File: src/shared/vpia_pkg.sv
/*
 * Constants, register map and state type of the vectored priority interrupt arbiter.
 * Assumes a 16-bit register port on the system clock and a core on the same clock
 * that presents its current priority mask.
 */
// Contract
// - Each of sources 9 to 65 has a field that gives it level 0, 1 or 2 or disables it.
// - Within one level the lowest active vector number wins.
// - With a pending request of enough priority the core gets a request and a service address.
// - There are two fast slots, each of which may name any one source.
// - The winning vector number is compared against both slot match registers.
// - A request is fast only on a slot match at level 2; any other match is normal.
// - A fast request gets the slot address instead of the vector base offset.
// - Fast requests are identified here, so the fast address is ready with the request.
// - The vector base resets to 0x0020, placing the table at word address 0x002000.
// - Chip reset uses vector 0 and watchdog reset vector 1 of the table.
// - Programmable levels are 0, 1 and 2, with a fixed level 3 above them.
// - Illegal instruction, stack overflow, misaligned access and level-3 software sit at 3 unmasked.
// - Debug step counter, breakpoint and trace requests sit at level 3 but can be masked.
package vpia_pkg;
    // ****************
    // sizes
    // ****************
    localparam int NUM_SRC = 66;
    localparam int VEC_W = 7;
    localparam int ADDR_W = 24;
    localparam int DATA_W = 16;
    localparam int REG_AW = 5;
    localparam int PRIO_REGS = 9;
    localparam int FIELDS_PER_REG = 8;
    localparam int FIELD_W = 2;
    localparam int NUM_SLOTS = 2;
    localparam int NUM_LVL = 4;
    localparam int HIGH_W = 8;

    // ****************
    // levels and vectors
    // ****************
    localparam logic [1:0] FIELD_OFF = 2'h0;
    localparam logic [1:0] LVL_FAST = 2'h2;
    localparam logic [1:0] LVL_TOP = 2'h3;
    localparam int VEC_CHIP_RST = 0;
    localparam int VEC_WDOG_RST = 1;
    localparam int VEC_UNMASK_LO = 2;
    localparam int VEC_UNMASK_HI = 5;
    localparam int VEC_MASK_LO = 6;
    localparam int VEC_MASK_HI = 8;
    localparam int TABLE_SHIFT = 8;
    localparam logic [ADDR_W-1:0] WDOG_ENTRY = 24'h000002;

    // ****************
    // register map, word offsets
    // ****************
    localparam logic [REG_AW-1:0] OFF_PRIO_LAST = 5'h08;
    localparam logic [REG_AW-1:0] OFF_VBASE = 5'h09;
    localparam logic [REG_AW-1:0] OFF_FMATCH0 = 5'h0A;
    localparam logic [REG_AW-1:0] OFF_FMATCH1 = 5'h0B;
    localparam logic [REG_AW-1:0] OFF_FLOW0 = 5'h0C;
    localparam logic [REG_AW-1:0] OFF_FHIGH0 = 5'h0D;
    localparam logic [REG_AW-1:0] OFF_FLOW1 = 5'h0E;
    localparam logic [REG_AW-1:0] OFF_FHIGH1 = 5'h0F;
    localparam logic [REG_AW-1:0] OFF_STATUS = 5'h10;
    localparam logic [DATA_W-1:0] VBASE_RST = 16'h0020;
    localparam int ST_IRQ = 15;
    localparam int ST_FAST = 14;
    localparam int ST_LVL = 12;

    typedef struct packed {
        logic [PRIO_REGS-1:0][DATA_W-1:0] prio;
        logic [DATA_W-1:0] vbase;
        logic [NUM_SLOTS-1:0][VEC_W-1:0] fmatch;
        logic [NUM_SLOTS-1:0][DATA_W-1:0] flow;
        logic [NUM_SLOTS-1:0][HIGH_W-1:0] fhigh;
        logic [DATA_W-1:0] rdata;
        logic irq;
        logic fast;
        logic [1:0] lvl;
        logic [VEC_W-1:0] vnum;
        logic [ADDR_W-1:0] vaddr;
        logic [ADDR_W-1:0] raddr;
    } vpia_state_type;
endpackage

File: src/verilog/vpia_first_set.sv
/*
 * Lowest-index finder for one priority level of the arbiter.
 * Purely combinational; the caller registers the result.
 */
`timescale 1ns/1ps
module vpia_first_set #(
    parameter int N = 66,
    parameter int IW = 7
) (
    // requests of one level
    input logic [N-1:0] req,
    // lowest set request
    output logic found,
    output logic [IW-1:0] index
);
    if (N < 1 || N > (1 << IW)) begin : g_bad_size
        $error("vpia_first_set: N does not fit the index width");
    end

    // scanning downward lets the lowest set bit overwrite all others
    always_comb begin
        found = 1'b0;
        index = '0;
        for (int i = N - 1; i >= 0; i--) begin
            if (req[i]) begin
                found = 1'b1;
                index = IW'(i);
            end
        end
    end
endmodule

File: src/verilog/vpia_arbiter.sv
/*
 * Vectored priority interrupt arbiter: per-source level fields, level and
 * vector arbitration, two fast slots, vector base and reset addresses.
 * Assumes requests, core mask and watchdog flag come from logic on sys_clk,
 * and a register master that never issues read and write together.
 */
`timescale 1ns/1ps
module vpia_arbiter #(
    parameter int NUM_SRC = vpia_pkg::NUM_SRC
) (
    // clock and reset
    input logic sys_clk,
    input logic sys_rst,
    // peripheral requests, one level per source
    input logic [NUM_SRC-1:0] irq_src,
    // register port
    input logic [vpia_pkg::REG_AW-1:0] reg_addr,
    input logic [vpia_pkg::DATA_W-1:0] reg_wdata,
    input logic reg_wr,
    input logic reg_rd,
    output logic [vpia_pkg::DATA_W-1:0] reg_rdata,
    // core side
    input logic [1:0] core_mask,
    input logic wdog_reset_seen,
    output logic core_irq,
    output logic core_fast,
    output logic [1:0] core_level,
    output logic [vpia_pkg::VEC_W-1:0] core_vec_num,
    output logic [vpia_pkg::ADDR_W-1:0] core_vec_addr,
    output logic [vpia_pkg::ADDR_W-1:0] core_reset_addr
);
    import vpia_pkg::*;

    if (NUM_SRC <= VEC_MASK_HI || NUM_SRC > PRIO_REGS * FIELDS_PER_REG
        || NUM_SRC > (1 << VEC_W)) begin : g_bad_src
        $error("vpia_arbiter: NUM_SRC out of range");
    end

    // ****************
    // source level decode
    // ****************
    // returns {enabled, level}
    function automatic logic [2:0] src_tier(
        input logic [PRIO_REGS-1:0][DATA_W-1:0] prio,
        input int v
    );
        logic [FIELD_W-1:0] field;
        field = prio[v / FIELDS_PER_REG][(v % FIELDS_PER_REG) * FIELD_W +: FIELD_W];
        if (v == VEC_CHIP_RST || v == VEC_WDOG_RST) begin
            // reset vectors are never arbitrated
            return 3'h0;
        end else if (v >= VEC_UNMASK_LO && v <= VEC_UNMASK_HI) begin
            return {1'b1, LVL_TOP};
        end else if (v >= VEC_MASK_LO && v <= VEC_MASK_HI) begin
            // field only masks, level stays fixed
            return {field != FIELD_OFF, LVL_TOP};
        end else begin
            // code 0 disables, codes 1..3 give levels 0..2
            return {field != FIELD_OFF, 2'(field - 2'h1)};
        end
    endfunction

    vpia_state_type state_ff;
    vpia_state_type nxt_state;

    logic [NUM_SRC-1:0][2:0] tier;
    logic [NUM_LVL-1:0][NUM_SRC-1:0] lvl_req;
    logic [NUM_LVL-1:0] lvl_found;
    logic [NUM_LVL-1:0][VEC_W-1:0] lvl_idx;

    for (genvar g = 0; g < NUM_SRC; g++) begin : g_src
        assign tier[g] = src_tier(state_ff.prio, g);
        for (genvar l = 0; l < NUM_LVL; l++) begin : g_lvl
            assign lvl_req[l][g] = irq_src[g] & tier[g][2] & (tier[g][1:0] == 2'(l));
        end
    end

    // ****************
    // per-level encoders
    // ****************
    for (genvar l = 0; l < NUM_LVL; l++) begin : g_enc
        vpia_first_set #(
            .N(NUM_SRC),
            .IW(VEC_W)
        ) u_first (
            .req(lvl_req[l]),
            .found(lvl_found[l]),
            .index(lvl_idx[l])
        );
    end

    // ****************
    // winner, mask and fast slots
    // ****************
    logic win_found;
    logic [1:0] win_lvl;
    logic [VEC_W-1:0] win_num;
    logic fwd;
    logic fast_hit;
    logic [ADDR_W-1:0] fast_addr;
    logic [ADDR_W-1:0] table_base;

    always_comb begin
        win_found = 1'b0;
        win_lvl = 2'h0;
        win_num = '0;
        // later, higher levels overwrite lower ones
        for (int l = 0; l < NUM_LVL; l++) begin
            if (lvl_found[l]) begin
                win_found = 1'b1;
                win_lvl = 2'(l);
                win_num = lvl_idx[l];
            end
        end
    end

    assign fwd = win_found && (win_lvl == LVL_TOP || win_lvl >= core_mask);

    // slot 0 wins if both slots name the same vector
    always_comb begin
        fast_hit = 1'b0;
        fast_addr = '0;
        for (int s = NUM_SLOTS - 1; s >= 0; s--) begin
            if (win_lvl == LVL_FAST && win_num == state_ff.fmatch[s]) begin
                fast_hit = 1'b1;
                fast_addr = {state_ff.fhigh[s], state_ff.flow[s]};
            end
        end
    end

    assign table_base = {state_ff.vbase, 8'h00};

    // ****************
    // next state
    // ****************
    always_comb begin
        nxt_state = state_ff;
        // read data stand for one cycle only
        nxt_state.rdata = '0;
        // no byte lanes: every write replaces the whole word
        if (reg_wr) begin
            if (reg_addr <= OFF_PRIO_LAST) begin
                nxt_state.prio[reg_addr[3:0]] = reg_wdata;
            end
            case (reg_addr)
                OFF_VBASE: nxt_state.vbase = reg_wdata;
                OFF_FMATCH0: nxt_state.fmatch[0] = reg_wdata[VEC_W-1:0];
                OFF_FMATCH1: nxt_state.fmatch[1] = reg_wdata[VEC_W-1:0];
                OFF_FLOW0: nxt_state.flow[0] = reg_wdata;
                OFF_FHIGH0: nxt_state.fhigh[0] = reg_wdata[HIGH_W-1:0];
                OFF_FLOW1: nxt_state.flow[1] = reg_wdata;
                OFF_FHIGH1: nxt_state.fhigh[1] = reg_wdata[HIGH_W-1:0];
                default: ;
            endcase
        end
        if (reg_rd) begin
            if (reg_addr <= OFF_PRIO_LAST) begin
                nxt_state.rdata = state_ff.prio[reg_addr[3:0]];
            end
            case (reg_addr)
                OFF_VBASE: nxt_state.rdata = state_ff.vbase;
                OFF_FMATCH0: nxt_state.rdata = DATA_W'(state_ff.fmatch[0]);
                OFF_FMATCH1: nxt_state.rdata = DATA_W'(state_ff.fmatch[1]);
                OFF_FLOW0: nxt_state.rdata = state_ff.flow[0];
                OFF_FHIGH0: nxt_state.rdata = DATA_W'(state_ff.fhigh[0]);
                OFF_FLOW1: nxt_state.rdata = state_ff.flow[1];
                OFF_FHIGH1: nxt_state.rdata = DATA_W'(state_ff.fhigh[1]);
                OFF_STATUS: begin
                    nxt_state.rdata[ST_IRQ] = state_ff.irq;
                    nxt_state.rdata[ST_FAST] = state_ff.fast;
                    nxt_state.rdata[ST_LVL +: 2] = state_ff.lvl;
                    nxt_state.rdata[VEC_W-1:0] = state_ff.vnum;
                end
                default: ;
            endcase
        end
        // core request and address leave in the same register stage,
        // so a fast address never trails its request
        nxt_state.irq = fwd;
        nxt_state.fast = fwd & fast_hit;
        nxt_state.lvl = win_lvl;
        nxt_state.vnum = win_num;
        nxt_state.vaddr = fast_hit ? fast_addr
            : table_base + ADDR_W'({win_num, 1'b0});
        nxt_state.raddr = table_base + (wdog_reset_seen ? WDOG_ENTRY : '0);
    end

    always_ff @(posedge sys_clk or posedge sys_rst) begin
        if (sys_rst) begin
            state_ff <= '0;
            state_ff.vbase <= VBASE_RST;
            state_ff.raddr <= {VBASE_RST, 8'h00};
        end else begin
            state_ff <= nxt_state;
        end
    end

    assign reg_rdata = state_ff.rdata;
    assign core_irq = state_ff.irq;
    assign core_fast = state_ff.fast;
    assign core_level = state_ff.lvl;
    assign core_vec_num = state_ff.vnum;
    assign core_vec_addr = state_ff.vaddr;
    assign core_reset_addr = state_ff.raddr;

    // true when v is the lowest active request of level l in the inputs of
    // the cycle before; built from the fields, not from the encoders
    function automatic logic lowest_of_level(
        input logic [NUM_SRC-1:0] src,
        input logic [PRIO_REGS-1:0][DATA_W-1:0] prio,
        input logic [1:0] l,
        input logic [VEC_W-1:0] v
    );
        logic seen;
        logic ok;
        seen = 1'b0;
        ok = 1'b0;
        for (int i = 0; i < NUM_SRC; i++) begin
            if (!seen && src[i] && src_tier(prio, i) == {1'b1, l}) begin
                seen = 1'b1;
                ok = (VEC_W'(i) == v);
            end
        end
        return ok;
    endfunction
endmodule

File: config.mk
export PLATFORM = sky130hd
export DESIGN_NAME = vpia_arbiter
export DESIGN_NICKNAME = d
export VERILOG_FILES = /design/src/shared/vpia_pkg.sv /design/src/verilog/vpia_first_set.sv /design/src/verilog/vpia_arbiter.sv
export SDC_FILE = /design/constraint.sdc
export NUM_CORES = 1
export LEC_CHECK = 0
export ABC_AREA = 0
export BUFFER_PORTS_ARGS = -buffer_cell sky130_fd_sc_hd__buf_2
export CORE_MARGIN = 5
export CORE_UTILIZATION = 45
export CTS_CLUSTER_SIZE = 10
export DETAILED_ROUTE_END_ITERATION = 12
export MAX_ROUTING_LAYER = met4
export PLACE_DENSITY = 0.76
export SYNTH_ARGS = -nofsm -noshare
export SYNTH_HDL_FRONTEND = slang
export SYNTH_SLANG_ARGS = --single-unit
File: constraint.sdc
create_clock -name sys_clk -period 7.6 [get_ports sys_clk]
set_input_delay 0 -clock sys_clk [delete_from_list [all_inputs] [get_ports sys_clk]]
set_output_delay 0 -clock sys_clk [all_outputs]
set_load 0.05 [all_outputs]
* Word level (Yosys, flattened, before mapping)
Index checks and enable logic that the tools add are counted.
Storage, ports and cells: input port bits 94, logic and storage cells 1187, bits in registers 297, output and inout bits 75
Operators by class: reductions and logical operators 132, equal/unequal tests 183, muxes and demuxes 497, $lt $le $gt $ge 4, $add $sub $neg 59, bitwise gates (word level) 289
Operator list (number):
- $mux W7 | 239
- $and A1 B1 Y1 | 289
- $mux W1 | 242
- $eq A2 B2 Y1 const B | 116
- $bwmux W144 | 1
- $reduce_bool A2 Y1 | 60
- $eq A2 B1 Y1 const B | 57
- $logic_not A2 Y1 | 57
- $sub A2 B1 Y2 const B | 57
- $mux W24 | 3
- $bmux W16 S4 | 1
- $demux W16 S4 | 1
- $mux W16 | 4
- $pmux W7 S8 | 1
- $eq A5 B4 Y1 const B | 7
- $pmux W5 S6 | 1
- $add A24 B24 Y24 | 1
- $add A24 B8 Y24 | 1
- $pmux W4 S5 | 1
- $reduce_and A2 Y1 | 8
- $eq A7 B7 Y1 | 2
- $mux W2 | 3
- $eq A5 B5 Y1 const B | 1
- $le A5 B4 Y1 const B | 1
- 7 further kinds | 10

* Longest topological paths before layout
depth in word-level cells 73, mapped depth 14, depth with buffers taken out 11

* Hierarchy
Synthesis repeated with hierarchy kept, for this count alone.
Unflattened totals: cells, all modules 1803, area total of the unflattened synthesis 17981.0 sq um
By module, submodules not included:
- vpia_arbiter | sequential area each 7259.5 sq um, area each 14657.8 sq um, times used 1, cells an instance 1215
- vpia_first_set | sequential area each 0.0 sq um, area each 830.8 sq um, times used 4, cells an instance 147

* Worst setup path after synthesis
Ideal clock, no wire load.
kind flip-flop to flip-flop, start point register state_ff[227] (netlist name), end point register state_ff, in the netlist core_vec_addr[6], data required time 7.475 ns, clock period less this slack 3.756 ns, arrival 3.631 ns, stages on the path, launching flop included 12, setup slack 3.844 ns, setup time 0.125 ns, path buffers 0, path through dfrtp_1 > and3b_1 > or4b_1 > or2_1 > or4b_4 > or4_4 > nand2_1 > o211a_1 > nor3_4 > nor3_1 > mux2_1 > mux2_2
RTL lines:
- start, declared | RTL line vpia_arbiter.sv:63 | vpia_state_type state_ff;
- start signal, assigned | RTL line vpia_arbiter.sv:194 | state_ff <= nxt_state;

==> summary.md <==
| Metric | Value |
|---|---|
| Status | finished clean |
| Final Hold Viols | 0 |
| Hold buffer count at CTS | 16 |
| Worst-path clk slew | ~70 ps |
| Internal power | 3.41 mW |
| Slew @ Worst Pin | 1120 ps |
| Psw | 2.03 mW |
| Fillers | 3494 |
| Overall die width | 207 um |
| Startpoint types | register |
| Post-Syn Instances | 1637 |
| Final #Nets | between 1500 and 2000 |
| Flip-flop and latch area | 7260 sq um |
| Ys flop type | dfrtp_1 |
| First-pass GRT wire length | 94700 um |
| Max-slew violation count | 0 |
| Worst IR Drop VDD | 0.000140 V |
| H-tree depth | 2 |
| CTS tree | done |
| CP required | 8010 ps |
| Row cnt | 72 |
| Worst Hold Class | in2reg |
| Global route overflow | 0 |
| Setup_tns | 0 ps |
| Area of the multi-input gates | 9300 sq um |
| Count of cell types in the netlist | 84 |
| Core area | slightly below 40000 sq um |
| WL/cell | 28.7 um |
| Final setup violation count | 0 |
| Clock Tree Buf Depth | 3 |
| Skew final | 23.4 ps |
| Initial antenna violation count | 2 |
| Crit path kind | reg2reg |
| Total Wirelength | 65100 um |
| Top-level I/O count | 169 |
| CP max FO | 22 |
| Clock latency on the worst-skew pair | 540 ps |
| Global Route Usage Sum | 30.8% |
| Avg Cell Area, Syn | roughly 11 sq um |
| 1st-iter DRT viols | 1852 |
| DR pass1 iterations | 6 |
| Setup Buffers After CTS | 0 |
| Detail Placement HPWL | 50200 um |
| Seq/Total Area, Yosys | 41.8% |
| Post-DRT Antenna Nets | 0 |
| RSZ-0062 raised after global routing | no |
| Clock Power Share | approximately 30% |
| Switching Fraction | about 37% |
| Synth Cell Area | 17400 sq um |
| Share of cells above drive strength 1 | 28.5% |
| Minimum clock period | 5830 ps |
| Chip height | about 210 um |
| Yosys Warn Count | 0 |
| Pleak | ~8.8 nW |
| Via/cell ratio | 6.58 |
| Starting Density | between 40% and 50% |
| Vias in the first global route | 14303 |
| GPL Wtd Cong | 1.08 |
| Port bufs | around 160 |
| CTS Buf Count | 36 |
| Largest net degree at the start of global routing | ~180 |
| Relative slew slack | around 24% |
| Cell area power density | 280 nW/um^2 |
| Kind of end point of the critical path | register |
| Drt drc | 0 |
| Post-CTS sizing | 0 |
| Yosys reg bits | 290 |
| Achievable Freq | 171 MHz |
| MaxCap Viol Count | 0 |
| Root Buffer | clkbuf_16 |
| Ys async rst share | between 90% and 100% |
| Via count | 14935 |
| Combinational share of power | 30.3% |
| Core Util, Final | approximately 50% |
| EDFF count, synth | 0 |
| Area Growth Syn to Fin | 11.7% |
| Sink Count | 290 |
| Part of the power in registers | 40.1% |
| CP arrival | 6250 ps |
| Die Area | 42600 sq um |
| Period utilization | 76.8% |
-- registers in the layout, indices dropped and copies added, names as in the netlist --
name / cells
core_fast: 1
core_irq: 1
core_level: 2
core_reset_addr: 17
core_vec_addr: 24
core_vec_num: 7
reg_rdata: 16
state_ff: 222
-- stage by stage --
step	cell area [sq um]	cells	power (mW)	hold WS (ps)	setup WS [ps]
final	19400	2271	5.44	40.0	1770
after global routing	19400	2269	5.64	42.5	1770
after CTS	19400	2268	5.41	25.0	1950
after detailed placement	18200	2196	3.79	110	1980
after global placement	18200	2196	3.76	109	2090
after floorplan	17400	1643	3.23	31.4	3750
-- cells in the mapped netlist, types with 43 or more instances --
library cell / instances / area, sq um
dfrtp_1: 288 / 7210
mux2_2: 224 / 2520
nand2_1: 101 / 379
nand3b_1: 81 / 608
nor2_1: 79 / 297
nand3_1: 75 / 375
buf_4: 74 / 556
a21oi_1: 54 / 270
clkbuf_1: 53 / 199
o21ai_0: 52 / 260
nor3_1: 46 / 230
and3b_1: 43 / 377
-- layer usage --
metal,vias up,track usage [%],wire length (um)
met5,-,-,0
met3,140,4.35,5520
met1,7522,39.1,25600
met4,0,9.79,2310
met2,880,51.4,31700
li1,6393,-,-
-- power by group through the flow --
stage	Combinational, mW	Sequential [mW]	Clock [mW]
6_report	1.65	2.18	1.61
3_5_place_dp	1.60	2.19	0
4_1_cts	1.62	2.16	1.63
3_3_place_gp	1.59	2.17	0
5_1_grt	1.75	2.20	1.69
2_1_floorplan	1.20	2.03	0
-- path summary, 6_finish.rpt --
path / cells after the start / end / slack, ps / startpoint
hold reg to reg: 0 / core_reset_addr[13] / 430 / state_ff[142]
hold / removal: 2 / state_ff[125] / 40 / reg_wdata[2]
min in group asynchronous: 3 / core_reset_addr[1] / 190 / sys_rst
max in group asynchronous: 4 / state_ff[209] / 5940 / sys_rst
setup reg to reg: 11 / core_vec_addr[5] / 1770 / state_ff[260]
setup / recovery: 11 / core_vec_addr[5] / 1770 / state_ff[260]
-- critical path: stages (launching register included) --
cell and delay (ps):
dfrtp_1 450, and3b_1 290, or4b_1 590, nor4_2 570, nand4_2 380, nand2b_1 280, a2111oi_0 960, o21ai_0 310
mux2i_1 340, a211o_1 710, nand2b_4 480, mux2_4 340
-- kinds of logic (layout without fill, tap and decap cells) --
kind of cell             Yosys count  after routing  synth area share [%]
AND/OR/NAND/NOR                  587            587                  19.5
AO/OA/AOI/OAI                    306            306                  12.3
multiplexers                     298            298                  21.1
flip-flops                       290            290                  41.8
buffers and inverters            150            257                  4.93
XOR/XNOR                           3              3                 0.151
adder cells (fa/ha/maj)            2              2                 0.144
other                              1             10                0.0216
-- cell type report --
class | instances | share of cell area, %
clock buffers | 51 | 5.14
multi-input cells | 1203 | 47.9
flip-flops and latches | 290 | 37.4
repair buffers | 189 | 5.53
inverters | 12 | 0.251
diodes | 3 | 0.0387
clock inverters | 5 | 0.413
well taps | 518 | 3.34
-- cell usage in the layout, fill, tap and decap left out, drive strengths merged, types with 8 or more instances in the layout --
| master | instances |
|---|---|
| dfrtp | 288 |
| mux2 | 226 |
| buf | 173 |
| nand2 | 101 |
| nand3b | 81 |
| nor2 | 79 |
| nand3 | 75 |
| a21oi | 54 |
| o21ai | 53 |
| clkbuf | 51 |
| nor3 | 48 |
| and3b | 43 |
| mux2i | 40 |
| nand4 | 35 |
| mux4 | 32 |
| a31oi | 29 |
| and2 | 24 |
| nand2b | 20 |
| o2111ai | 19 |
| o211ai | 18 |
| and3 | 17 |
| a211oi | 17 |
| a22oi | 16 |
| dlygate4sd3 | 16 |
| inv | 13 |
| nor4 | 13 |
| nor2b | 12 |
| a221oi | 12 |
| a22o | 12 |
| o21a | 8 |
Note: power is estimated with default switching activity, not from simulation.
